[config.mk]
export PLATFORM = sky130hd
export DESIGN_NAME = ddcsm_bank
export DESIGN_NICKNAME = d
export VERILOG_FILES = /design/src/design/ddcsm_pkg.sv /design/src/design/ddcsm_word_if.sv /design/src/design/ddcsm_active_words.sv /design/src/design/ddcsm_bank.sv
export VERILOG_INCLUDE_DIRS = /design/src /design/src/design
export SDC_FILE = /design/constraint.sdc
export NUM_CORES = 1
export LEC_CHECK = 0
export ABC_AREA = 1
export ABC_CLOCK_PERIOD_IN_PS = 2000
export BUFFER_PORTS_ARGS = -buffer_cell sky130_fd_sc_hd__buf_2
export CAP_MARGIN = 20
export CORE_ASPECT_RATIO = 1.75
export CORE_UTILIZATION = 30
export DETAILED_ROUTE_END_ITERATION = 10
export HOLD_SLACK_MARGIN = 0.03
export SLEW_MARGIN = 40
export SYNTH_ARGS = -nofsm -noshare
export SYNTH_HDL_FRONTEND = slang
export SYNTH_SLANG_ARGS = --single-unit
export TNS_END_PERCENT = 100
[constraint.sdc]
create_clock -name clk_sys -period 2 [get_ports clk_sys]
set_input_delay 0.1 -clock clk_sys [delete_from_list [all_inputs] [get_ports clk_sys]]
set_output_delay 0.1 -clock clk_sys [all_outputs]
set_load 0.005 [all_outputs]
[src/design/ddcsm_consts.svh]
`ifndef DDCSM_CONSTS_SVH
`define DDCSM_CONSTS_SVH
// register indexes; the bus byte address is four times the index
`define DDCSM_IDX_SYNC      12'h300
`define DDCSM_IDX_CH0       12'h310
`define DDCSM_IDX_XFER      12'h00F
`define DDCSM_IDX_TUNE      12'h320
`define DDCSM_IDX_PHASE     12'h321
`define DDCSM_IDX_MODA      12'h322
`define DDCSM_IDX_MODB      12'h323
`define DDCSM_IDX_STAT      12'h324
`define DDCSM_ADDR_W        14
// sync control fields
`define DDCSM_B_UPD         7
`define DDCSM_B_NRST        4
`define DDCSM_B_ONESHOT     1
`define DDCSM_B_SYNCEN      0
`define DDCSM_SYNC_MASK     8'h93
// channel 0 fields
`define DDCSM_B_MIX         7
`define DDCSM_B_GAIN        6
`define DDCSM_B_IFHI        5
`define DDCSM_B_IFLO        4
`define DDCSM_B_C2R         3
`define DDCSM_CH0_MASK      8'hFF
`define DDCSM_B_XFER        0
`define DDCSM_RST8          8'h00
`define DDCSM_RST32         32'h00000000
`define DDCSM_IF_VAR        2'h0
`define DDCSM_IF_ZERO       2'h1
`define DDCSM_IF_FS         2'h2
`define DDCSM_IF_TEST       2'h3
`endif

[src/design/ddcsm_pkg.sv]
package ddcsm_pkg;
  typedef enum logic [1:0] {DDCSM_IF_VARIABLE, DDCSM_IF_ZERO_HZ, DDCSM_IF_FS_HZ, DDCSM_IF_TEST_MODE} ddcsm_if_mode_t;
  typedef enum logic [1:0] {DDCSM_ST_IDLE, DDCSM_ST_ARMED, DDCSM_ST_CONT} ddcsm_sync_st_t;
endpackage

[src/design/ddcsm_word_if.sv]
`timescale 1ns/1ns
// carries the oscillator word set between the bank and its holding stage
interface ddcsm_word_if #(parameter int W = 32);
  logic [W-1:0] tune;
  logic [W-1:0] phase;
  logic [W-1:0] moda;
  logic [W-1:0] modb;
  logic         load;
  modport src (output tune, output phase, output moda, output modb, output load);
  modport dst (input tune, input phase, input moda, input modb, input load);
endinterface

[src/design/ddcsm_active_words.sv]
`timescale 1ns/1ns
`include "ddcsm_consts.svh"
// holds the word set that the oscillators really use; read data from registers
module ddcsm_active_words #(
  parameter int W = 32
) (
  input  wire logic     clk_sys,
  input  wire logic     rst_n,
  ddcsm_word_if.dst     wr,
  output logic [W-1:0]  tune_q,
  output logic [W-1:0]  phase_q,
  output logic [W-1:0]  moda_q,
  output logic [W-1:0]  modb_q
);
  // copy the whole set in one edge
  always_ff @(posedge clk_sys or negedge rst_n) begin
    if (!rst_n) begin
      tune_q  <= W'(`DDCSM_RST32);
      phase_q <= W'(`DDCSM_RST32);
      moda_q  <= W'(`DDCSM_RST32);
      modb_q  <= W'(`DDCSM_RST32);
    end else if (wr.load) begin
      tune_q  <= wr.tune;
      phase_q <= wr.phase;
      moda_q  <= wr.moda;
      modb_q  <= wr.modb;
    end
  end
endmodule

[src/design/ddcsm_bank.sv]
// The implementer's own choice: register access over Avalon-MM.
`timescale 1ns/1ns
`include "ddcsm_consts.svh"
// Notes on behaviour
// update bit clear applies words on write
// update bit set waits for transfer bit
// soft reset bit holds oscillators reset
// one-shot aligns once then clears enable
// source keeps sysref integer multiple of oscillator
// sync only with enable and sysref on
// mixer bit selects real or complex
// gain bit doubles filtered result
// IF field decodes four IF modes
// complex-to-real bit gives real output only
module ddcsm_bank #(
  parameter int W = 32
) (
  input  wire logic                   clk_sys,
  input  wire logic                   rst_n,
  input  wire logic [`DDCSM_ADDR_W-1:0] avs_address,
  input  wire logic                   avs_read,
  input  wire logic                   avs_write,
  input  wire logic [31:0]            avs_writedata,
  input  wire logic [3:0]             avs_byteenable,
  output logic [31:0]                 avs_readdata,
  output logic                        avs_waitrequest,
  input  wire logic                   sysref_pin,
  input  wire logic                   sysref_input_en,
  output logic                        nco_reset,
  output logic                        nco_align,
  output logic [W-1:0]                nco_tune,
  output logic [W-1:0]                nco_phase,
  output logic [W-1:0]                nco_moda,
  output logic [W-1:0]                nco_modb,
  output logic                        mix_complex,
  output logic                        gain_x2,
  output ddcsm_pkg::ddcsm_if_mode_t   if_mode,
  output logic                        real_out_only,
  output logic                        fs4_mix_en
);
  logic [7:0]   sync_r;
  logic [7:0]   ch0_r;
  logic [W-1:0] tune_r, phase_r, moda_r, modb_r;
  logic         pend_r;
  logic         rd_done_r;
  logic [31:0]  rdata_r;
  logic [2:0]   sref_r;
  ddcsm_pkg::ddcsm_sync_st_t st_r, st_nxt;
  ddcsm_word_if #(.W(W)) wif ();

  // byte index decode shared by read and write
  function automatic logic hit(input logic [`DDCSM_ADDR_W-1:0] a, input logic [11:0] idx);
    hit = (a[`DDCSM_ADDR_W-1:2] == idx) && (a[1:0] == 2'h0);
  endfunction

  wire wr_go     = avs_write;
  wire wr_sync   = wr_go && hit(avs_address, `DDCSM_IDX_SYNC) && avs_byteenable[0];
  wire wr_ch0    = wr_go && hit(avs_address, `DDCSM_IDX_CH0) && avs_byteenable[0];
  wire wr_xfer   = wr_go && hit(avs_address, `DDCSM_IDX_XFER) && avs_byteenable[0]
                   && avs_writedata[`DDCSM_B_XFER];
  wire wr_tune   = wr_go && hit(avs_address, `DDCSM_IDX_TUNE);
  wire wr_phase  = wr_go && hit(avs_address, `DDCSM_IDX_PHASE);
  wire wr_moda   = wr_go && hit(avs_address, `DDCSM_IDX_MODA);
  wire wr_modb   = wr_go && hit(avs_address, `DDCSM_IDX_MODB);
  wire wr_word   = wr_tune | wr_phase | wr_moda | wr_modb;
  wire upd_sync  = sync_r[`DDCSM_B_UPD];
  wire sync_en   = sync_r[`DDCSM_B_SYNCEN];
  wire one_shot  = sync_r[`DDCSM_B_ONESHOT];

  // byte-enable merge for word registers
  function automatic logic [W-1:0] merge(input logic [W-1:0] old, input logic [31:0] d, input logic [3:0] be);
    logic [31:0] m;
    m = 32'(old);
    for (int i = 0; i < 4; i++) begin
      if (be[i]) m[8*i +: 8] = d[8*i +: 8];
    end
    merge = W'(m);
  endfunction

  // immediate mode loads a cycle after the word write; held mode on transfer
  always_ff @(posedge clk_sys or negedge rst_n) begin
    if (!rst_n) begin
      pend_r <= 1'b0;
    end else begin
      pend_r <= wr_word && !upd_sync;
    end
  end
  assign wif.load  = pend_r | wr_xfer;
  assign wif.tune  = tune_r;
  assign wif.phase = phase_r;
  assign wif.moda  = moda_r;
  assign wif.modb  = modb_r;

  ddcsm_active_words #(.W(W)) u_act (
    .clk_sys (clk_sys),
    .rst_n   (rst_n),
    .wr      (wif),
    .tune_q  (nco_tune),
    .phase_q (nco_phase),
    .moda_q  (nco_moda),
    .modb_q  (nco_modb)
  );

  // staging word registers
  always_ff @(posedge clk_sys or negedge rst_n) begin
    if (!rst_n) begin
      tune_r  <= W'(`DDCSM_RST32);
      phase_r <= W'(`DDCSM_RST32);
      moda_r  <= W'(`DDCSM_RST32);
      modb_r  <= W'(`DDCSM_RST32);
    end else begin
      if (wr_tune)  tune_r  <= merge(tune_r, avs_writedata, avs_byteenable);
      if (wr_phase) phase_r <= merge(phase_r, avs_writedata, avs_byteenable);
      if (wr_moda)  moda_r  <= merge(moda_r, avs_writedata, avs_byteenable);
      if (wr_modb)  modb_r  <= merge(modb_r, avs_writedata, avs_byteenable);
    end
  end

  // sysref synchroniser and rising edge
  always_ff @(posedge clk_sys or negedge rst_n) begin
    if (!rst_n) sref_r <= 3'h0;
    else        sref_r <= {sref_r[1:0], sysref_pin};
  end
  wire sref_edge = sref_r[1] & ~sref_r[2];
  wire sync_ok   = sync_en && sysref_input_en;
  wire fire      = sync_ok && sref_edge && (st_r != ddcsm_pkg::DDCSM_ST_IDLE);
  wire os_clear  = fire && (st_r == ddcsm_pkg::DDCSM_ST_ARMED);

  // sync state: armed for one edge or continuous
  always_comb begin
    st_nxt = st_r;
    unique case (st_r)
      ddcsm_pkg::DDCSM_ST_IDLE:  if (sync_ok) st_nxt = one_shot ? ddcsm_pkg::DDCSM_ST_ARMED : ddcsm_pkg::DDCSM_ST_CONT;
      ddcsm_pkg::DDCSM_ST_ARMED: if (os_clear || !sync_ok) st_nxt = ddcsm_pkg::DDCSM_ST_IDLE;
      ddcsm_pkg::DDCSM_ST_CONT:  if (!sync_ok || one_shot) st_nxt = ddcsm_pkg::DDCSM_ST_IDLE;
    endcase
  end
  always_ff @(posedge clk_sys or negedge rst_n) begin
    if (!rst_n) st_r <= ddcsm_pkg::DDCSM_ST_IDLE;
    else        st_r <= st_nxt;
  end

  // control registers; hardware clear of enable wins over a same-cycle write
  always_ff @(posedge clk_sys or negedge rst_n) begin
    if (!rst_n) begin
      sync_r <= `DDCSM_RST8;
      ch0_r  <= `DDCSM_RST8;
    end else begin
      if (wr_sync) sync_r <= avs_writedata[7:0] & `DDCSM_SYNC_MASK;
      if (os_clear) sync_r[`DDCSM_B_SYNCEN] <= 1'b0;
      if (wr_ch0)  ch0_r  <= avs_writedata[7:0] & `DDCSM_CH0_MASK;
    end
  end

  // outputs toward the oscillator and datapath
  always_ff @(posedge clk_sys or negedge rst_n) begin
    if (!rst_n) begin
      nco_reset <= 1'b0;
      nco_align <= 1'b0;
    end else begin
      nco_reset <= sync_r[`DDCSM_B_NRST];
      nco_align <= fire;
    end
  end
  assign mix_complex   = ch0_r[`DDCSM_B_MIX];
  assign gain_x2       = ch0_r[`DDCSM_B_GAIN];
  assign if_mode       = ddcsm_pkg::ddcsm_if_mode_t'(ch0_r[`DDCSM_B_IFHI:`DDCSM_B_IFLO]);
  assign real_out_only = ch0_r[`DDCSM_B_C2R];
  assign fs4_mix_en    = ch0_r[`DDCSM_B_C2R];

  // read mux; unmapped reads zero, reads take one wait cycle
  wire [31:0] rd_mux =
    hit(avs_address, `DDCSM_IDX_SYNC)  ? {24'h000000, sync_r} :
    hit(avs_address, `DDCSM_IDX_CH0)   ? {24'h000000, ch0_r} :
    hit(avs_address, `DDCSM_IDX_TUNE)  ? 32'(tune_r) :
    hit(avs_address, `DDCSM_IDX_PHASE) ? 32'(phase_r) :
    hit(avs_address, `DDCSM_IDX_MODA)  ? 32'(moda_r) :
    hit(avs_address, `DDCSM_IDX_MODB)  ? 32'(modb_r) :
    hit(avs_address, `DDCSM_IDX_STAT)  ? {29'h00000000, nco_reset, st_r} : 32'h00000000;
  always_ff @(posedge clk_sys or negedge rst_n) begin
    if (!rst_n) begin
      rd_done_r <= 1'b0;
      rdata_r   <= 32'h00000000;
    end else begin
      rd_done_r <= avs_read && !rd_done_r;
      if (avs_read && !rd_done_r) rdata_r <= rd_mux;
    end
  end
  assign avs_readdata    = rdata_r;
  assign avs_waitrequest = avs_read && !rd_done_r;
endmodule

==> metrics, run 1 <==
status completed; static leakage 9.372 nW; DR DRC count 0; Reg2Reg Depth 7; Max VDD drop ~0.52 mV; TritonCTS clock tree yes; root buffer cell clkbuf_16; Placed Area 15300 um2; Die Wd 162.1 um; Worst Hold Depth 8; top cells by area, synth dfrtp_1, nand2_1, nand3_1; Placed Cells 2307; initial antenna violation count 1; Fillers 4520; Cell Rows 102; Most used DFF post-synth dfrtp_1; Worst setup SP type input pin; Core Area 44290 um2; post-CTS sizing 0; Port Buffers 224; H-tree depth 1; aggregate global-route resource usage 0.1958; Slew HR 0.5623; Final min period 1.738 ns; Worst Hold Class in2reg; Crit Path Category in2reg; layout cells sized above 1 0.2168; vias in the first global route 11590; Synth Instances 1561; final instance area 16790 um2; Avg Cell Area, Syn 8.625 um2; #FFs+latches synth roughly 310; area delta synth->final 24.75%; CP endpoint kind flip-flop; Synth async-reset ratio 1.000; achievable clock frequency 0.5753 GHz; grt total ovfl 0; GPL Wtd Cong 0.8529; DR pass1 iterations 5; number of CTS-inserted buffers 31; drt initial violations just over 900; top-area cell type share of the netlist area 0.5743; Clk Latency, worst-skew pair ~0.59 ns; full die area 45760 um2; peak fanout along the critical path 16; Yosys warnings 0; Pwr per Cell Area 765.8 nW/um2; Fin. Hold Viols 0; number of synthesized flops with an enable pin 0; post-synth top area cell dfrtp_1; worst endpoint required time around 2.5 ns; post-route insts no fill about 2400; Max Cap Violations 0; Routed WL per cell around 19 um; first-pass GRT wire length 68190 um; Vias per Instance 4.806; unrepaired setup endpoints after global routing false; via count between 10000 and 15000; CTS Sinks 309; Unique masters post-synth 33; clk_skew 0.01426 ns; worst-margin pin slew 0.6566 ns; final-stage net count about 1900; die height 282.2 um; Cell Area, Synth 13460 um2; Total Wirelength 44610 um; Final ANT Viol Nets 0; # IOs around 230; final-report max-slew violation count 0; initial core utilization 0.3040; syn nets 1620; setup tns final 0 ns; endpoints failing setup 0; Clock transition at path regs approximately 0.060 ns; hpwl dp 31540 um; sequential share of the synthesized area 0.5743; final worst path period share 0.8691; clock buffer depth 3; critical path arrival between 2 and 2.5 ns; largest net degree at the start of global routing 121
==> Yosys cell counts, types with 13 or more instances <==
master,n
buf_1,13
buf_2,39
dfrtp_1,309
inv_1,75
nand2_1,622
nand2_2,20
nand3_1,149
nand4_1,28
nor2_1,68
o21ai_0,39
o21ai_1,77
o21ai_2,32
==> registers in the layout, summed over array words and instances, names as in the netlist <==
signal	flops
avs_readdata	32
ch0_r	8
nco_reset	1
st_r	2
pend_r	1
nco_align	1
modb_r	32
tune_r	32
sref_r	3
u_act.phase_q	32
phase_r	32
rd_done_r	1
u_act.moda_q	32
sync_r	4
u_act.tune_q	32
u_act.modb_q	32
moda_r	32
==> power breakdown <==
group	switching (mW)	total, mW	leakage (nW)	internal, mW
combinational	0.381	0.566	4.55	0.185
clock	2.62	6.02	0.519	3.40
sequential	0.0135	6.28	4.30	6.27
total	3.01	12.9	9.37	9.85
==> cells in the final DEF, fill, tap and decap left out, types with 3 or more instances in the layout <==
cell,n
nand2_2,20
inv_6,3
nand4_1,28
inv_1,74
dlygate4sd3_1,45
ha_1,3
inv_2,11
clkbuf_16,31
nand2_4,8
buf_4,12
nor2_4,6
buf_12,16
o21ai_2,32
nor2_1,68
nand3_1,148
clkbuf_1,4
a21oi_1,5
o21ai_1,77
dfrtp_1,309
nor3_1,6
buf_2,223
clkinv_2,5
nand2_1,621
clkbuf_8,7
nor2_2,7
o21ai_0,39
==> critical path, cell delays in order <==
cell,delay [ns]
buf_2,0.12
nor2_2,0.19
inv_2,0.09
nor2_2,0.16
nand2_2,0.11
inv_2,0.11
nand2_4,0.17
nor2_8,0.21
nand2_4,0.19
nand2_1,0.12
o21ai_2,0.05
dlygate4sd3_1,0.56
==> metal layers <==
metal  vias to the layer above  wire length (um)  GRT usage
met5                         -                 0          0
met4                         0              2364     0.1021
met3                       102              2009    0.01965
met2                       398             23390     0.3622
met1                      5569             16850     0.2200
li1                       5508                 -          -
==> kinds of logic after synthesis <==
| logic type | share of synthesized area |
|---|---|
| multiplexers | 0.003160 |
| AND/OR/NAND/NOR | 0.2955 |
| buffers and inverters | 0.05771 |
| flip-flops | 0.5743 |
| adder cells (fa/ha/maj) | 0.002788 |
| AO/OA/AOI/OAI | 0.06645 |
==> what timing repair did <==
item                                    CTS  global route
endpoints found under the setup margin    0             0
endpoints found under the hold margin   392             0
buffers inserted                          0             0
hold buffers                             45             0
==> metrics by stage <==
step	util	hold WS, ns	worst slack, ns	total power, mW
CTS	0.3792	0.04097	0.2609	13.02
finish	0.3792	0.06456	0.2619	12.86
global placement	0.3454	0.1408	0.1993	6.896
detailed placement	0.3454	0.1460	0.1879	6.911
global route	0.3792	0.1083	0.1215	13.30
floorplan	-	-0.1956	0.5655	6.573
==> final timing paths <==
path	slack, ns	end	start
min in group asynchronous	0.10	u_act.tune_q[6]	rst_n
setup reg to reg	0.38	st_r[0]	st_r[0]
hold / removal	0.06	avs_readdata[29]	avs_address[4]
hold reg to reg	0.36	sref_r[1]	sref_r[0]
setup / recovery	0.26	tune_r[20]	avs_address[5]
max in group asynchronous	1.11	u_act.tune_q[27]	rst_n
==> layout make-up <==
class,count,area [um2],area share
sequential,309,7732,0.4604
multi-input combinational,1086,4974,0.2961
timing repair buffer,297,1992,0.1186
clock buffer,42,887.1,0.05282
tap,572,715.7,0.04261
inverter,88,332.8,0.01982
clock inverter,14,158.9,0.009461
antenna,1,2.502,0.0001490
(Power assumes the default switching activity.)
==> run 2: changes to the inputs <==
--- a/config.mk
+++ b/config.mk
@@ -14,6 +14,7 @@
 export CORE_UTILIZATION = 30
 export DETAILED_ROUTE_END_ITERATION = 10
 export HOLD_SLACK_MARGIN = 0.03
+export PLACE_DENSITY_LB_ADDON = 0.12
 export SLEW_MARGIN = 40
 export SYNTH_ARGS = -nofsm -noshare
 export SYNTH_HDL_FRONTEND = slang
==> run 2 against run 1 <==
Against the previous run:
- utilization grew 0.14 points
- die area stayed put
- clock skew is 0.00070 ns higher
- power rose by 3.2%
- final cell count about the same
- critical endpoint is now tune_r[29]
==> metrics, run 2 (synthesized netlist as in run 1, its figures left out) <==
GPL Wtd Cong 0.8378 (was 0.8529); final-stage net count 1874 (was 1872); aggregate global-route resource usage 0.2041 (was 0.1958); # IOs 225 (unchanged); worst-margin pin slew 0.6033 ns (was 0.6566 ns); TritonCTS clock tree yes (unchanged); Reg2Reg Depth 7 (unchanged); unrepaired setup endpoints after global routing false (unchanged); CTS Sinks 309 (unchanged); critical path arrival 2.14 ns (was 2.20 ns); status completed (unchanged); crit-path cells buf_2 -> inv_1 -> nand2_1 -> nor2_2 -> nand2_2 -> inv_2 -> nand2_4 -> nor2_8 -> nand2_4 -> nand2_1 -> o21ai_2 -> dlygate4sd3_1 (was buf_2 -> nor2_2 -> inv_2 -> nor2_2 -> nand2_2 -> inv_2 -> nand2_4 -> nor2_8 -> nand2_4 -> nand2_1 -> o21ai_2 -> dlygate4sd3_1); static leakage 9.392 nW (was 9.372 nW); Die Wd 162.1 um (unchanged); Port Buffers 224 (unchanged); full die area 45760 um2 (unchanged); drt initial violations 633 (was 917); Fin. Hold Viols 0 (unchanged); final core utilization 0.3806 (was 0.3792); hpwl dp 32520 um (was 31540 um); initial core utilization 0.3040 (unchanged); achievable clock frequency 0.5734 GHz (was 0.5753 GHz); endpoints failing setup 0 (unchanged); CP endpoint kind flip-flop (unchanged); Ant. Diodes 0 (was 1); worst endpoint required time 2.40 ns (was 2.46 ns); Clk Latency, worst-skew pair 0.52 ns (was 0.59 ns); commonest non-fill, non-tap cell in the layout nand2_1 (unchanged); Final min period 1.744 ns (was 1.738 ns); final-report max-slew violation count 0 (unchanged); cell count along the critical path 12 (unchanged); Slew HR 0.5978 (was 0.5623); Pwr per Cell Area 787.8 nW/um2 (was 765.8 nW/um2); Cell Rows 102 (unchanged); Max Cap Violations 0 (unchanged); Core Area 44290 um2 (unchanged); layout cells sized above 1 0.2191 (was 0.2168); Crit path largest cell delay 0.54 ns (was 0.56 ns); Worst Hold Class in2reg (unchanged); Routed WL per cell 19.11 um (was 18.52 um); final worst path period share 0.8719 (was 0.8691); DR pass1 iterations 5 (unchanged); Vias per Instance 4.688 (was 4.806); vias in the first global route 11460 (was 11590); Slowest cell on crit path dlygate4sd3_1 (unchanged); Worst Hold Depth 3 (was 8); largest net degree at the start of global routing 86 (was 121); Crit Path Category in2reg (unchanged); via count 11300 (was 11580); setup tns final 0 ns (unchanged); clk_skew 0.01497 ns (was 0.01426 ns); DR DRC count 0 (unchanged); peak fanout along the critical path 17 (was 16); die height 282.2 um (unchanged); root buffer cell clkbuf_16 (unchanged); Clock transition at path regs 0.06 ns (about the same); pre-CTS WS 0.2174 ns (was 0.1879 ns); grt total ovfl 0 (unchanged); initial antenna violation count 0 (was 1); area delta synth->final 25.20% (was 24.75%); Max VDD drop 0.5105 mV (was 0.5204 mV); H-tree depth 2 (was 1); clock buffer depth 3 (unchanged); Worst setup SP type input pin (unchanged); delay-heaviest family, CP simple AND/OR/NAND/NOR gates (unchanged); Final ANT Viol Nets 0 (unchanged); Total Wirelength 46070 um (was 44610 um); final worst setup slack 0.2562 ns (was 0.2619 ns); first-pass GRT wire length 70130 um (was 68190 um); most frequent cells in the layout nand2_1, dfrtp_1, buf_2 (unchanged); Crit path buffers/inverters 4 (unchanged); number of CTS-inserted buffers 34 (was 31); reg-to-reg slack, setup 0.32 ns (was 0.38 ns)
run 2: cell types whose count changed in the layout (fill, tap and decap cells not counted), sizes merged:
cell         before  now
inv              91   89
clkinvlp          1    0
buf             252  257
clkbuf           42   52
dlygate4sd3      45   39
clkinv            8    5
diode             1    0
run 2: layer usage:
metal	global-route usage	up-vias	wire [um]
met5	0	-	0
met4	0.09216	0	1924
met3	0.02493	84	1567
met1	0.2357	5457	18420
li1	-	5492	-
met2	0.3732	269	24160
run 2: final timing paths:
path / from / endpoint
min: avs_byteenable[1] / tune_r[10]
max reg2reg: st_r[0] / st_r[1]
max: avs_address[2] / tune_r[29]
min reg2reg: sref_r[0] / sref_r[1]
max in group asynchronous: rst_n / u_act.tune_q[30]
min in group asynchronous: rst_n / u_act.tune_q[3]
run 2: final cells by class:
| class | instances | area [um2] |
|---|---|---|
| clock buffer | 52 | 1010 |
| clock inverter | 8 | 103.9 |
| fill | 4595 | 27430 |
| inverter | 88 | 332.8 |
| multi-input combinational | 1086 | 4979 |
| sequential | 309 | 7732 |
| tap | 572 | 715.7 |
| timing repair buffer | 296 | 1982 |
run 2: where the power goes:
group          total [mW]  switching, mW  internal [mW]
Clock                6.42           2.67           3.76
Combinational       0.571          0.386          0.185
Sequential           6.28         0.0153           6.27
run 2: per-stage QoR:
step / hold WS, ns / power [mW] / area, um2 / instances
floorplan: -0.1956 / 6.573 / 13460 / 1561
global placement: 0.1119 / 6.921 / 15350 / 2312
detailed placement: 0.1134 / 6.932 / 15350 / 2312
CTS: 0.03487 / 13.48 / 16840 / 2410
global route: 0.07341 / 13.75 / 16850 / 2411
finish: 0.06737 / 13.28 / 16850 / 2411
run 2: repair_timing:
action,4_1_cts,5_1_grt
hold buffers,38,1
resized for setup,0,0
setup buffers,0,0
hold endpoints to repair,279,1
run 2: tightest hold or removal path, delay by kind of cell:
family                 cells  cell delay, ns
AO/OA/AOI/OAI              1            0.07
buffers and inverters      1            0.15
AND/OR/NAND/NOR            1            0.22
==> run 3: changes to the inputs <==
--- a/config.mk
+++ b/config.mk
@@ -10,6 +10,8 @@
 export ABC_CLOCK_PERIOD_IN_PS = 2000
 export BUFFER_PORTS_ARGS = -buffer_cell sky130_fd_sc_hd__buf_2
 export CAP_MARGIN = 20
+export CELL_PAD_IN_SITES_DETAIL_PLACEMENT = 0
+export CELL_PAD_IN_SITES_GLOBAL_PLACEMENT = 1
 export CORE_ASPECT_RATIO = 1.75
 export CORE_UTILIZATION = 30
 export DETAILED_ROUTE_END_ITERATION = 10
==> run 3 against run 2 <==
Against the previous run:
- power down 0.64%
- critical path depth down 5
- register-to-register slack better by 0.05 ns
- sequential power is essentially flat
- utilization is 0.21 points lower
- setup slack improved by 0.12 ns
- count of clock-buffer cells in the layout shrank 4
- combinational power down 3.9%
- final cell count fell by 0.41%
- critical path type is now reg2reg
- largest cell class unchanged
- highest routed layer is now met5
==> metrics, run 3 (synthesized netlist as in run 1, its figures left out) <==
status completed (unchanged); CTS hold repair buffers 35 (was 38); crit-path cells inv_1 -> ha_1 -> nor4_1 -> o21ai_0 -> o21ai_0 -> nand3_1 -> o21ai_0 (was buf_2 -> inv_1 -> nand2_1 -> nor2_2 -> nand2_2 -> inv_2 -> nand2_4 -> nor2_8 -> nand2_4 -> nand2_1 -> o21ai_2 -> dlygate4sd3_1); TritonCTS clock tree yes (unchanged); commonest non-fill, non-tap cell in the layout nand2_1 (unchanged); Max Cap Violations 0 (unchanged); Min-Delay Endpoint ch0_r[1] (was tune_r[10]); CP dominant cell by count o21ai_0; hold_sp avs_writedata[1] (was avs_byteenable[1]); Placed Cells 2312 (unchanged); Slowest cell on crit path dfrtp_1 (was dlygate4sd3_1); initial antenna violation count 1 (was 0); reg2reg end st_r[1] (unchanged); Worst setup SP type flip-flop (was input pin); Total Wirelength 46600 um (was 46070 um); final instance area 16760 um2 (was 16850 um2); Final ANT Viol Nets 0 (unchanged); final core utilization 0.3785 (was 0.3806); H-tree depth 2 (unchanged); setup tns final 0 ns (unchanged); Hold WS 0.003293 ns (was 0.06737 ns); grt total ovfl 0 (unchanged); GPL Wtd Cong 0.8203 (was 0.8378); hpwl dp 32160 um (was 32520 um); CP endpoint kind flip-flop (unchanged); Reg2Reg Depth 7 (unchanged); Clock transition at path regs 0.06 ns (about the same); Fin. Hold Viols 0 (unchanged); number of CTS-inserted buffers 34 (unchanged); final-report max-slew violation count 0 (unchanged); drt initial violations 597 (was 633); Max VDD drop 0.5543 mV (was 0.5105 mV); final worst path period share 0.8128 (was 0.8719); Placed Area 15310 um2 (was 15350 um2); DR pass1 iterations 5 (unchanged); worst-margin pin slew 0.5773 ns (was 0.6033 ns); vias in the first global route 11380 (was 11460); largest net degree at the start of global routing 106 (was 86); worst endpoint required time 2.44 ns (was 2.40 ns); Vias per Instance 4.669 (was 4.688); post-route insts no fill 2401 (was 2411); layout cells sized above 1 0.2198 (was 0.2191); most frequent cells in the layout nand2_1, dfrtp_1, buf_2 (unchanged); Die Wd 162.1 um (unchanged); post-CTS sizing 0 (unchanged); endpoints failing setup 0 (unchanged); full die area 45760 um2 (unchanged); Routed WL per cell 19.41 um (was 19.11 um); worst r2r src st_r[0] (unchanged); aggregate global-route resource usage 0.2072 (was 0.2041); Pwr per Cell Area 787.2 nW/um2 (was 787.8 nW/um2); DR DRC count 0 (unchanged); die height 282.2 um (unchanged); root buffer cell clkbuf_16 (unchanged); clk_skew 0.01049 ns (was 0.01497 ns); Fillers 4577 (was 4595); Ant. Diodes 0 (unchanged); Final min period 1.626 ns (was 1.744 ns); first-pass GRT wire length 70960 um (was 70130 um); achievable clock frequency 0.6151 GHz (was 0.5734 GHz); critical path arrival 2.07 ns (was 2.14 ns); static leakage 9.354 nW (was 9.392 nW); post-CTS setup buffer count 0 (unchanged); peak fanout along the critical path 4 (was 17); unrepaired setup endpoints after global routing false (unchanged); CTS Sinks 309 (unchanged); area delta synth->final 24.50% (was 25.20%); Crit Path Category reg2reg (was in2reg); via count 11210 (was 11300); Clk Latency, worst-skew pair 0.53 ns (was 0.52 ns); Worst Hold Depth 3 (unchanged); Slew HR 0.6151 (was 0.5978); clock buffer depth 3 (unchanged); reg-to-reg slack, setup 0.37 ns (was 0.32 ns); Worst Hold Class in2reg (unchanged); Port Buffers 224 (unchanged); initial core utilization 0.3040 (unchanged); Crit path largest cell delay 0.39 ns (was 0.54 ns); final-stage net count 1870 (was 1874); Core Area 44290 um2 (unchanged); # IOs 225 (unchanged); Cell Rows 102 (unchanged)
==> run 3: changes by cell type in the layout (fill, tap and decap cells not counted), sizes merged <==
cell / change
bufinv: -1
dlygate4sd3: -4
clkinv: +2
inv: -3
clkbuf: -4
==> run 3: worst max path at each step <==
stage,from,to,slack (ns)
global route,st_r[0],st_r[0],0.17
global placement,avs_address[9],u_act.moda_q[29],0.26
floorplan,st_r[0],st_r[0],0.57
detailed placement,avs_address[9],u_act.moda_q[29],0.23
CTS,avs_writedata[0],u_act.moda_q[29],0.39
finish,st_r[0],st_r[1],0.37
==> run 3: where the power goes <==
part / switching, mW / internal (mW) / total, mW
combinational: 0.377 / 0.172 / 0.549
sequential: 0.0138 / 6.27 / 6.28
clock: 2.61 / 3.75 / 6.36
==> run 3: layout make-up <==
cell class | count | area [um2] | area share
clock buffer | 48 | 1047 | 0.06248
inverter | 88 | 332.8 | 0.01986
sequential | 309 | 7732 | 0.4613
timing repair buffer | 292 | 1904 | 0.1136
multi-input combinational | 1086 | 4974 | 0.2967
clock inverter | 6 | 55.05 | 0.003285
tap | 572 | 715.7 | 0.04270
==> run 3: metal layers <==
metal  share of wire  GRT usage
met5         0.00024          0
met4           0.028    0.06773
met3           0.034    0.02507
met2            0.53     0.3835
met1            0.41     0.2456
==> run 3: worst max-delay path: cells and delay by family, from the launching register on <==
family	cells	cell delay (ns)
compound gates	3	0.37
fa+ha+maj	1	0.21
buf+inv	1	0.09
flops	1	0.39
simple gates	2	0.48
==> run 3: stage by stage <==
stage          setup slack (ns)  power (mW)
6_report                 0.3744       13.19
5_1_grt                  0.1729       13.66
4_1_cts                  0.3862       13.42
3_3_place_gp             0.2563       6.908
2_1_floorplan            0.5655       6.573
3_5_place_dp             0.2263       6.913
